===== config.mk =====
export PLATFORM = sky130hd
export DESIGN_NAME = four_level_irq_controller
export DESIGN_NICKNAME = d
export VERILOG_FILES = /design/src/rtl/irq_ctrl_pkg.sv /design/src/rtl/four_level_irq_controller.sv
export SDC_FILE = /design/constraint.sdc
export NUM_CORES = 1
export LEC_CHECK = 0
export BUFFER_PORTS_ARGS = -buffer_cell sky130_fd_sc_hd__buf_2
export CAP_MARGIN = 10
export CELL_PAD_IN_SITES_DETAIL_PLACEMENT = 0
export CELL_PAD_IN_SITES_GLOBAL_PLACEMENT = 2
export CORE_MARGIN = 3
export CORE_UTILIZATION = 30
export DETAILED_ROUTE_END_ITERATION = 8
export GPL_TIMING_DRIVEN = 0
export HOLD_SLACK_MARGIN = 0.1
export PLACE_DENSITY_LB_ADDON = 0.12
export SLEW_MARGIN = 10
export SYNTH_ARGS = -nofsm -noshare
export SYNTH_HDL_FRONTEND = slang
export SYNTH_SLANG_ARGS = --single-unit

===== constraint.sdc =====
create_clock -name clock_in -period 5.85 [get_ports clock_in]
set_input_delay 0.8775 -clock clock_in [delete_from_list [all_inputs] [get_ports clock_in]]
set_output_delay 0.8775 -clock clock_in [all_outputs]
set_load 0.01 [all_outputs]

===== src/rtl/irq_ctrl_pkg.sv =====
// constants and types shared by the four-level interrupt controller
package irq_ctrl_pkg;

  // ----------------------------------------------------------------
  // widths
  // ----------------------------------------------------------------
  localparam int ADDR_W = 8;
  localparam int DATA_W = 8;
  localparam int NUM_SRC = 4;
  localparam int LVL_W = 2;
  localparam int VEC_W = 16;
  localparam int PHASE_W = 4;

  // ----------------------------------------------------------------
  // register map
  // ----------------------------------------------------------------
  localparam logic [ADDR_W-1:0] ENABLE_ADDR = 8'ha8;
  localparam logic [ADDR_W-1:0] PRIO_LOWER_ADDR = 8'hb8;
  localparam logic [ADDR_W-1:0] PRIO_UPPER_ADDR = 8'hb7;
  localparam logic [ADDR_W-1:0] FLAG_ADDR = 8'h88;
  localparam logic [ADDR_W-1:0] STATUS_ADDR = 8'hc0;

  localparam logic [DATA_W-1:0] ENABLE_RESET = 8'h00;
  localparam logic [DATA_W-1:0] PRIO_RESET = 8'h00;
  localparam logic [DATA_W-1:0] FLAG_RESET = 8'h00;
  localparam logic [DATA_W-1:0] READ_IDLE = 8'h00;

  // ----------------------------------------------------------------
  // field positions
  // ----------------------------------------------------------------
  localparam int GATE_BIT = 7;
  localparam int TRIG_A_BIT = 4;
  localparam int TRIG_B_BIT = 5;
  localparam int STATUS_CALL_BIT = 4;

  // source index doubles as enable, priority and flag bit position
  localparam int SRC_PIN_A = 0;
  localparam int SRC_TIMER = 1;
  localparam int SRC_PIN_B = 2;
  localparam int SRC_HIGHBYTE = 3;

  // ----------------------------------------------------------------
  // vectors and machine-cycle timing
  // ----------------------------------------------------------------
  localparam logic [VEC_W-1:0] VEC_BASE = 16'h0003;
  localparam int VEC_STRIDE_SHIFT = 3;
  localparam int PHASES_PER_MCYCLE = 12;
  localparam int SAMPLE_PHASE = 9;

  typedef enum logic [1:0] {
    CALL_IDLE,
    CALL_FIRST,
    CALL_SECOND
  } call_state_t;

endpackage


===== src/rtl/four_level_irq_controller.sv =====
// four-source, four-level interrupt controller with machine-cycle polling
`timescale 1ns/1ps

// Functional notes
// - global gate clear blocks all; set passes sources whose enable bit is set
// - level is {lower bit, upper bit}: 00=0, 01=1, 10=2, 11=3 highest
// - running routine preempted only by strictly higher pending level
// - routine at highest level is never preempted
// - highest pending level is served first
// - equal level ties: pin a, timer, pin b, high-byte overflow
// - flags captured at the sample point, evaluated at the end of the same machine cycle
// - no call while equal or higher level routine is in progress
// - call issued only when polling cycle is the instruction's last cycle
// - after return or enable/priority write, one more instruction runs first
// - blocked level request gone inactive is forgotten
// - vectors 0003, 000b, 0013, 001b by source
// - on grant core pushes program counter and loads the vector
// - return clears current in-progress level; core pops two bytes
// - pin levels inverted and latched into flags at the sample point
// - call lasts two machine cycles; three cycles minimum to first instruction
// - single-source latency above 3 and below 9 machine cycles
// - trigger type 0 requests on low level, 1 on falling edge
// - timer and edge flags cleared on vectoring; level flags follow pin
module four_level_irq_controller
#(
  parameter int PHASES = irq_ctrl_pkg::PHASES_PER_MCYCLE,
  parameter int SAMPLE_AT = irq_ctrl_pkg::SAMPLE_PHASE
)
(
  input wire logic clock_in,
  input wire logic resetn_in,
  input wire logic [irq_ctrl_pkg::ADDR_W-1:0] addr_in,
  input wire logic [irq_ctrl_pkg::DATA_W-1:0] wdata_in,
  input wire logic wr_in,
  input wire logic rd_in,
  output logic [irq_ctrl_pkg::DATA_W-1:0] rdata_out,
  input wire logic ext_request_pin_a_in,
  input wire logic ext_request_pin_b_in,
  input wire logic timer_overflow_in,
  input wire logic highbyte_overflow_in,
  input wire logic instr_last_cycle_in,
  input wire logic return_from_interrupt_in,
  output logic sample_point_out,
  output logic machine_cycle_end_out,
  output logic hardware_long_call_out,
  output logic call_start_out,
  output logic [irq_ctrl_pkg::VEC_W-1:0] vector_addr_out,
  output logic [irq_ctrl_pkg::NUM_SRC-1:0] in_progress_out
);
  import irq_ctrl_pkg::*;

  if (PHASES < 2 || PHASES > 16 || SAMPLE_AT < 0 || SAMPLE_AT >= PHASES)
  begin : bad_timing
    $error("machine cycle phases or sample phase out of range");
  end

  // ----------------------------------------------------------------
  // helpers
  // ----------------------------------------------------------------
  function automatic logic [LVL_W-1:0] level_of(input logic [DATA_W-1:0] lower,
                                                input logic [DATA_W-1:0] upper,
                                                input int idx);
    level_of = {lower[idx], upper[idx]};
  endfunction

  // returns {found, index}; strict compare keeps the lowest index among ties
  function automatic logic [LVL_W:0] pick_source(input logic [NUM_SRC-1:0] cand,
                                                 input logic [2*NUM_SRC-1:0] lvls);
    logic found;
    logic [LVL_W-1:0] best_lvl;
    logic [LVL_W-1:0] best_idx;
    found = 1'b0;
    best_lvl = '0;
    best_idx = '0;
    for (int i = 0; i < NUM_SRC; i++)
    begin
      if (cand[i] && (!found || lvls[2*i +: 2] > best_lvl))
      begin
        found = 1'b1;
        best_lvl = lvls[2*i +: 2];
        best_idx = LVL_W'(i);
      end
    end
    pick_source = {found, best_idx};
  endfunction

  // returns {any, highest set level}
  function automatic logic [LVL_W:0] top_level(input logic [NUM_SRC-1:0] bits);
    logic any;
    logic [LVL_W-1:0] lvl;
    any = 1'b0;
    lvl = '0;
    for (int i = 0; i < NUM_SRC; i++)
    begin
      if (bits[i])
      begin
        any = 1'b1;
        lvl = LVL_W'(i);
      end
    end
    top_level = {any, lvl};
  endfunction

  // ----------------------------------------------------------------
  // state
  // ----------------------------------------------------------------
  logic [PHASE_W-1:0] phase_reg;
  logic [PHASE_W-1:0] phase_next;
  logic [DATA_W-1:0] enable_reg;
  logic [DATA_W-1:0] prio_lower_reg;
  logic [DATA_W-1:0] prio_upper_reg;
  logic [NUM_SRC-1:0] flag_reg;
  logic [NUM_SRC-1:0] flag_next;
  logic trig_a_reg;
  logic trig_b_reg;
  logic pin_a_prev_reg;
  logic pin_b_prev_reg;
  logic [NUM_SRC-1:0] poll_reg;
  logic [NUM_SRC-1:0] prog_reg;
  logic [NUM_SRC-1:0] prog_next;
  logic hold_reg;
  logic hold_next;
  call_state_t call_state_reg;
  call_state_t call_state_next;
  logic call_start_reg;
  logic [VEC_W-1:0] vector_reg;
  logic [DATA_W-1:0] rdata_reg;

  // ----------------------------------------------------------------
  // machine-cycle divider
  // ----------------------------------------------------------------
  wire logic sample_tick = (phase_reg == PHASE_W'(SAMPLE_AT));
  wire logic cycle_end = (phase_reg == PHASE_W'(PHASES - 1));

  assign phase_next = cycle_end ? '0 : phase_reg + PHASE_W'(1);

  // ----------------------------------------------------------------
  // register port decode
  // ----------------------------------------------------------------
  wire logic wr_enable = wr_in && (addr_in == ENABLE_ADDR);
  wire logic wr_lower = wr_in && (addr_in == PRIO_LOWER_ADDR);
  wire logic wr_upper = wr_in && (addr_in == PRIO_UPPER_ADDR);
  wire logic wr_flag = wr_in && (addr_in == FLAG_ADDR);
  wire logic cfg_write = wr_enable || wr_lower || wr_upper;

  logic [DATA_W-1:0] read_mux;
  wire logic [DATA_W-1:0] flag_view = {2'b00, trig_b_reg, trig_a_reg, flag_reg};
  wire logic [DATA_W-1:0] status_view = {3'b000, (call_state_reg != CALL_IDLE), prog_reg};

  always_comb
  begin
    if (addr_in == ENABLE_ADDR)
      read_mux = enable_reg;
    else if (addr_in == PRIO_LOWER_ADDR)
      read_mux = prio_lower_reg;
    else if (addr_in == PRIO_UPPER_ADDR)
      read_mux = prio_upper_reg;
    else if (addr_in == FLAG_ADDR)
      read_mux = flag_view;
    else if (addr_in == STATUS_ADDR)
      read_mux = status_view;
    else
      read_mux = READ_IDLE;
  end

  // ----------------------------------------------------------------
  // pin sampling
  // ----------------------------------------------------------------
  // pins are looked at only at the sample point, so glitches between are ignored
  wire logic fall_a = pin_a_prev_reg && !ext_request_pin_a_in;
  wire logic fall_b = pin_b_prev_reg && !ext_request_pin_b_in;

  // ----------------------------------------------------------------
  // polling and arbitration
  // ----------------------------------------------------------------
  wire logic gate = enable_reg[GATE_BIT];
  wire logic [LVL_W:0] active = top_level(prog_reg);
  wire logic any_active = active[LVL_W];
  wire logic [LVL_W-1:0] active_lvl = active[LVL_W-1:0];

  logic [2*NUM_SRC-1:0] src_lvls;
  logic [NUM_SRC-1:0] eligible;

  always_comb
  begin
    for (int i = 0; i < NUM_SRC; i++)
    begin
      src_lvls[2*i +: 2] = level_of(prio_lower_reg, prio_upper_reg, i);
      // level 3 can never exceed an active level 3, so it is never preempted
      eligible[i] = poll_reg[i] && gate && enable_reg[i]
                    && (!any_active || src_lvls[2*i +: 2] > active_lvl);
    end
  end

  wire logic [LVL_W:0] choice = pick_source(eligible, src_lvls);
  wire logic found = choice[LVL_W];
  wire logic [LVL_W-1:0] chosen = choice[LVL_W-1:0];
  wire logic [LVL_W-1:0] chosen_lvl = src_lvls[2*chosen +: 2];

  wire logic hold_now = hold_reg || return_from_interrupt_in || cfg_write;
  wire logic poll_point = cycle_end && (call_state_reg == CALL_IDLE) && instr_last_cycle_in;
  wire logic grant = poll_point && found && !hold_now;
  wire logic [NUM_SRC-1:0] grant_onehot = grant ? (NUM_SRC'(1) << chosen) : '0;

  // hold spans the rest of the instruction that returned or rewrote configuration
  always_comb
  begin
    if (poll_point)
      hold_next = 1'b0;
    else
      hold_next = hold_now;
  end

  // ----------------------------------------------------------------
  // request flags
  // ----------------------------------------------------------------
  // order below: hardware clear, then software write, then hardware set wins
  always_comb
  begin
    flag_next = flag_reg;
    if (!trig_a_reg)
      flag_next[SRC_PIN_A] = flag_reg[SRC_PIN_A];
    else if (grant_onehot[SRC_PIN_A])
      flag_next[SRC_PIN_A] = 1'b0;
    if (!trig_b_reg)
      flag_next[SRC_PIN_B] = flag_reg[SRC_PIN_B];
    else if (grant_onehot[SRC_PIN_B])
      flag_next[SRC_PIN_B] = 1'b0;
    if (grant_onehot[SRC_TIMER])
      flag_next[SRC_TIMER] = 1'b0;
    if (grant_onehot[SRC_HIGHBYTE])
      flag_next[SRC_HIGHBYTE] = 1'b0;
    if (wr_flag)
      flag_next = wdata_in[NUM_SRC-1:0];
    if (sample_tick)
    begin
      if (!trig_a_reg)
        flag_next[SRC_PIN_A] = !ext_request_pin_a_in;
      else if (fall_a)
        flag_next[SRC_PIN_A] = 1'b1;
      if (!trig_b_reg)
        flag_next[SRC_PIN_B] = !ext_request_pin_b_in;
      else if (fall_b)
        flag_next[SRC_PIN_B] = 1'b1;
    end
    if (timer_overflow_in)
      flag_next[SRC_TIMER] = 1'b1;
    if (highbyte_overflow_in)
      flag_next[SRC_HIGHBYTE] = 1'b1;
  end

  // ----------------------------------------------------------------
  // in-progress levels and call sequence
  // ----------------------------------------------------------------
  wire logic [NUM_SRC-1:0] return_from_interrupt_clear =
    (return_from_interrupt_in && any_active) ? (NUM_SRC'(1) << active_lvl) : '0;

  assign prog_next = (prog_reg & ~return_from_interrupt_clear) | (grant ? (NUM_SRC'(1) << chosen_lvl) : '0);

  wire logic [VEC_W-1:0] chosen_vector =
    VEC_BASE + (VEC_W'(chosen) << VEC_STRIDE_SHIFT);

  always_comb
  begin
    call_state_next = call_state_reg;
    case (call_state_reg)
      CALL_IDLE:
      begin
        if (grant)
          call_state_next = CALL_FIRST;
      end
      CALL_FIRST:
      begin
        if (cycle_end)
          call_state_next = CALL_SECOND;
      end
      CALL_SECOND:
      begin
        if (cycle_end)
          call_state_next = CALL_IDLE;
      end
      default:
      begin
        call_state_next = CALL_IDLE;
      end
    endcase
  end

  // ----------------------------------------------------------------
  // flip-flops
  // ----------------------------------------------------------------
  always_ff @(posedge clock_in or negedge resetn_in)
  begin
    if (!resetn_in)
    begin
      phase_reg <= '0;
      call_state_reg <= CALL_IDLE;
      hold_reg <= 1'b0;
      prog_reg <= '0;
      call_start_reg <= 1'b0;
      vector_reg <= '0;
    end
    else
    begin
      phase_reg <= phase_next;
      call_state_reg <= call_state_next;
      hold_reg <= hold_next;
      prog_reg <= prog_next;
      call_start_reg <= grant;
      if (grant)
        vector_reg <= chosen_vector;
    end
  end

  always_ff @(posedge clock_in or negedge resetn_in)
  begin
    if (!resetn_in)
    begin
      enable_reg <= ENABLE_RESET;
      prio_lower_reg <= PRIO_RESET;
      prio_upper_reg <= PRIO_RESET;
      trig_a_reg <= 1'b0;
      trig_b_reg <= 1'b0;
    end
    else
    begin
      if (wr_enable)
        enable_reg <= {wdata_in[GATE_BIT], 3'b000, wdata_in[NUM_SRC-1:0]};
      if (wr_lower)
        prio_lower_reg <= {4'h0, wdata_in[NUM_SRC-1:0]};
      if (wr_upper)
        prio_upper_reg <= {4'h0, wdata_in[NUM_SRC-1:0]};
      if (wr_flag)
      begin
        trig_a_reg <= wdata_in[TRIG_A_BIT];
        trig_b_reg <= wdata_in[TRIG_B_BIT];
      end
    end
  end

  always_ff @(posedge clock_in or negedge resetn_in)
  begin
    if (!resetn_in)
    begin
      flag_reg <= FLAG_RESET[NUM_SRC-1:0];
      poll_reg <= '0;
      pin_a_prev_reg <= 1'b1;
      pin_b_prev_reg <= 1'b1;
      rdata_reg <= READ_IDLE;
    end
    else
    begin
      flag_reg <= flag_next;
      if (sample_tick)
      begin
        poll_reg <= flag_next;
        pin_a_prev_reg <= ext_request_pin_a_in;
        pin_b_prev_reg <= ext_request_pin_b_in;
      end
      rdata_reg <= rd_in ? read_mux : READ_IDLE;
    end
  end

  // ----------------------------------------------------------------
  // outputs
  // ----------------------------------------------------------------
  assign rdata_out = rdata_reg;
  assign sample_point_out = sample_tick;
  assign machine_cycle_end_out = cycle_end;
  assign hardware_long_call_out = (call_state_reg != CALL_IDLE);
  assign call_start_out = call_start_reg;
  assign vector_addr_out = vector_reg;
  assign in_progress_out = prog_reg;

endmodule


==> results.yml <==
power_and_ir_drop:
  vdd.ir_drop.worst_uv: 93.0
  power_density_nw_per_um2: 199
  power_switching_share: 0.225
  clock_power_frac: 0.402
  pwr-share-seq: 0.494
  post_route_total_power_uw: 693
  relative_contribution_of_combinational_cells_to_total_power: 0.104
  netSwitchingPower_uw: 156
  power_report.internal_total_uw: 537
  leakage_nw: 1.67
sta:
  fin_worst_skew_ns: 0.00705
  worst_case_headroom_to_the_max_slew_limit: 0.286
  tightestPinTransition_ns: 1.07
  report.final.hold_viol_count: 0
  setup-violations-final: 0
  fin_tns_setup_ns: 0
  max_freq_mhz: 184
  postLayoutSetupSlackWorst_ns: 0.415
  timing.final.crit_share: 0.929
  slew_viol_final: 0
  clock_period_minus_worst_slack_ns: 5.44
logic_synthesis:
  synthMuxAreaShare: 0.0894
  synth_edf_count: 0
  postSynthRegisterBits: 47
  synth_sequential_area_ratio: 0.411
  synthSimpleGateAreaFrac: 0.183
  synth_top_family_by_area: "simple AND/OR/NAND/NOR gates"
  yosys.area_share.xor_xnor: 0.00305
  synth.distinct_cells: 62
  synth.cell_area_um2: 2870
  synth-warning-count: 0
  yosys_most_used_dff: "sky130_fd_sc_hd__dfrtp_1"
  average_size_of_a_mapped_cell_um2: 10.0
  synthesis.instances: 287
  synth-compound-area-share: 0.176
  yosys.area_share.adder: 0.0698
  async_s_r_ff_share_synth: 1.00
final_layout:
  layout-drive-gt1-share: 0.323
  instances_no_fill: 482
  layout.cells.most_common_list: "sky130_fd_sc_hd__buf_2, sky130_fd_sc_hd__dfrtp_1, sky130_fd_sc_hd__nand2_1"
  max_reg_flops: 7
  multiInputGateArea_um2: 1580
  layout.cells.most_common: "sky130_fd_sc_hd__buf_2"
  fill_cells: 988
  area_growth_syn_to_layout_pct: 21.5
  finalCoreUtilization: 0.375
  diodes: 0
  combined_flip_flop_and_latch_cell_area_um2: 1180
  final_nets: 394
critical_path:
  critPathMaxFanout: 7
  reg2regPathDepth: 25
  worst_path_max_delay_cell: "sky130_fd_sc_hd__dfrtp_2"
  cp.buffers_inverters: 2
  end_kind: "flop"
  timing.rr.start: "in_progress_out[3]"
  cp_top_family: "compound AO/OA/AOI/OAI gates"
  cp-endpoint: "in_progress_out[1]"
  timing.critical_path.from_type: "flop"
  worst_reg2reg_path_endpoint: "in_progress_out[1]"
  cp_data_arrival_time_ns: 5.64
  critical_path.max_stage_delay_ns: 0.49
  critical_path_class: "reg2reg"
  critical_path_launch_point: "in_progress_out[3]"
  setup.reg_to_reg.worst_slack_ns: 0.41
  worst_ep_required_ns: 6.05
  path_depth: 25
clock_network:
  max_clock_buf_depth: 2
  cts_inserted_buffers: 5
  cts_hold_repair.buffers: 0
  root_buffer: "sky130_fd_sc_hd__clkbuf_8"
  clkLatencyLatePin_ns: 0.30
  numClockSinks: 47
  tritoncts: "done"
  cts_max_level: 2
  worst_setup_hold_path_clk_slew_ns: 0.09
floorplanning:
  placement_rows: 35
  io_pins: 58
  die_height_um: 104
  initial_core_util: 0.309
  core_area_um2: 9280
  die_area_um2: 10800
  die_w_um: 104
routing:
  routed_wirelength_um: 7820
  drt-wirelength-per-cell_um: 16.2
  detail-route-antenna-nets: 0
  detailedRoute.firstPassIterationCount: 5
  number_of_vias_in_the_routed_layout: 2330
  route.detailed.vias_per_inst: 4.83
  drc_violations_left: 0
  iteration_0_drc_markers: 122
placement:
  place.port_buffers: 42
  place_inst: 470
  gpl.final_weighted_congestion: 0.740
  place_ws_ns: -0.218
  post-dp-hpwl_um: 6010
min_path:
  worst_hold_path_type: "reg2reg"
global_route:
  maximum_number_of_pins_on_one_net_before_global_route_repair: 48
  grt_pass1_wl_um: 13000
  number_of_global_route_vias_before_repair: 2345
  grt_antenna_before_repair: 0
  global_route.usage.total: 0.151
  overflow: 0
run_status:
  outcome: "completed"
run:
  timing.max_cap.violations: 0
[how the worst min path moves through the flow]
stage                                   from                 end  slack [ns]  cells after the start
after CTS                     pin_b_prev_reg      pin_b_prev_reg        0.47                      2
final                         pin_b_prev_reg      pin_b_prev_reg        0.47                      2
after global routing      vector_addr_out[3]  vector_addr_out[3]        0.52                      1
after detailed placement      pin_b_prev_reg      pin_b_prev_reg        0.46                      2
after global placement        pin_b_prev_reg      pin_b_prev_reg        0.46                      2
after floorplan               pin_b_prev_reg      pin_b_prev_reg        0.44                      2
[final cells by class]
| type | instances | share of cell area |
|---|---|---|
| multi-input combinational | 216 | 0.453 |
| buffer | 21 | 0.0388 |
| clock buffer | 6 | 0.0208 |
| sequential | 47 | 0.339 |
| tap | 129 | 0.0463 |
| timing repair buffer | 46 | 0.0689 |
| inverter | 15 | 0.0162 |
| clock inverter | 2 | 0.0172 |
[per-layer routing]
| metal | up-vias | global-route usage | share of wire |
|---|---|---|---|
| met5 | - | 0 | 0 |
| met4 | 0 | 0.0332 | 0.011 |
| met3 | 7 | 0.0249 | 0.035 |
| met2 | 53 | 0.221 | 0.44 |
| met1 | 1113 | 0.233 | 0.51 |
| li1 | 1157 | - | - |
[worst register-to-register path, stage by stage, from the launching register on]
cell and delay [ns]:
sky130_fd_sc_hd__dfrtp_2 0.49, sky130_fd_sc_hd__nor2_4 0.23, sky130_fd_sc_hd__ha_1 0.28, sky130_fd_sc_hd__nor2b_1 0.14, sky130_fd_sc_hd__o21a_1 0.19, sky130_fd_sc_hd__o211ai_1 0.20
sky130_fd_sc_hd__ha_1 0.28, sky130_fd_sc_hd__nor2b_1 0.14, sky130_fd_sc_hd__o21ai_2 0.13, sky130_fd_sc_hd__o211a_1 0.18, sky130_fd_sc_hd__o21ai_1 0.10, sky130_fd_sc_hd__o21a_1 0.20
sky130_fd_sc_hd__ha_1 0.31, sky130_fd_sc_hd__nor2b_1 0.17, sky130_fd_sc_hd__a2bb2oi_2 0.15, sky130_fd_sc_hd__a31oi_1 0.09, sky130_fd_sc_hd__or2_1 0.30, sky130_fd_sc_hd__a21o_1 0.17
sky130_fd_sc_hd__ha_1 0.28, sky130_fd_sc_hd__nor2b_1 0.13, sky130_fd_sc_hd__o21ai_1 0.11, sky130_fd_sc_hd__inv_1 0.08, sky130_fd_sc_hd__buf_4 0.14, sky130_fd_sc_hd__o21ai_4 0.21
sky130_fd_sc_hd__mux2_2 0.39, sky130_fd_sc_hd__o31ai_1 0.25
[logic make-up (layout without fill, tap and decap cells)]
logic type               count (synthesis)  count (layout)
flip-flops                              47              47
adder cells (fa/ha/maj)                 16              16
XOR/XNOR                                 1               1
AND/OR/NAND/NOR                         96              96
buffers and inverters                   36              90
AO/OA/AOI/OAI                           67              67
multiplexers                            23              23
other                                    1              13
[synthesized netlist by cell type (2+ instances only)]
master / count / area share
sky130_fd_sc_hd__a21o_1: 2 / 0.0052
sky130_fd_sc_hd__a21o_2: 2 / 0.0061
sky130_fd_sc_hd__nor3_1: 4 / 0.0070
sky130_fd_sc_hd__a2bb2oi_1: 2 / 0.0061
sky130_fd_sc_hd__nor2b_1: 10 / 0.022
sky130_fd_sc_hd__ha_1: 16 / 0.070
sky130_fd_sc_hd__buf_2: 2 / 0.0035
sky130_fd_sc_hd__o2111ai_1: 2 / 0.0061
sky130_fd_sc_hd__inv_1: 14 / 0.018
sky130_fd_sc_hd__nor2_1: 17 / 0.022
sky130_fd_sc_hd__clkbuf_1: 4 / 0.0052
sky130_fd_sc_hd__o21ai_0: 13 / 0.023
sky130_fd_sc_hd__o21a_1: 3 / 0.0078
sky130_fd_sc_hd__nor3b_1: 3 / 0.0078
sky130_fd_sc_hd__nand3_1: 5 / 0.0087
sky130_fd_sc_hd__mux2i_1: 2 / 0.0070
sky130_fd_sc_hd__dfrtp_1: 45 / 0.39
sky130_fd_sc_hd__o211ai_1: 6 / 0.016
sky130_fd_sc_hd__buf_4: 14 / 0.037
sky130_fd_sc_hd__dfstp_2: 2 / 0.018
sky130_fd_sc_hd__a21oi_1: 6 / 0.010
sky130_fd_sc_hd__nand2b_1: 3 / 0.0065
sky130_fd_sc_hd__and3_1: 3 / 0.0065
sky130_fd_sc_hd__nand4b_1: 2 / 0.0061
sky130_fd_sc_hd__a222oi_1: 5 / 0.017
sky130_fd_sc_hd__mux2_2: 21 / 0.082
sky130_fd_sc_hd__nand2_1: 34 / 0.044
sky130_fd_sc_hd__a31oi_1: 8 / 0.017
sky130_fd_sc_hd__a21boi_0: 4 / 0.010
[power by group through the flow]
stage | sequential [mW] | combinational, mW | clock (mW)
final | 0.343 | 0.0720 | 0.279
after global routing | 0.344 | 0.0832 | 0.305
after CTS | 0.343 | 0.0691 | 0.291
after detailed placement | 0.349 | 0.0688 | 0
after global placement | 0.349 | 0.0680 | 0
after floorplan | 0.345 | 0.0427 | 0
[metrics by stage]
step	instance area [um2]	hold WS, ns
after global routing	3490	0.515
after CTS	3420	0.473
after global placement	3290	0.457
final	3490	0.467
after floorplan	2910	0.439
after detailed placement	3290	0.458
[what timing repair did]
action / CTS / global route
gates resized for setup: 2 / 11
pin swaps: 0 / 4
buffers inserted: 0 / 4
setup endpoints to repair: 11 / 13
No activity file was read; power rests on OpenSTA's default activity.
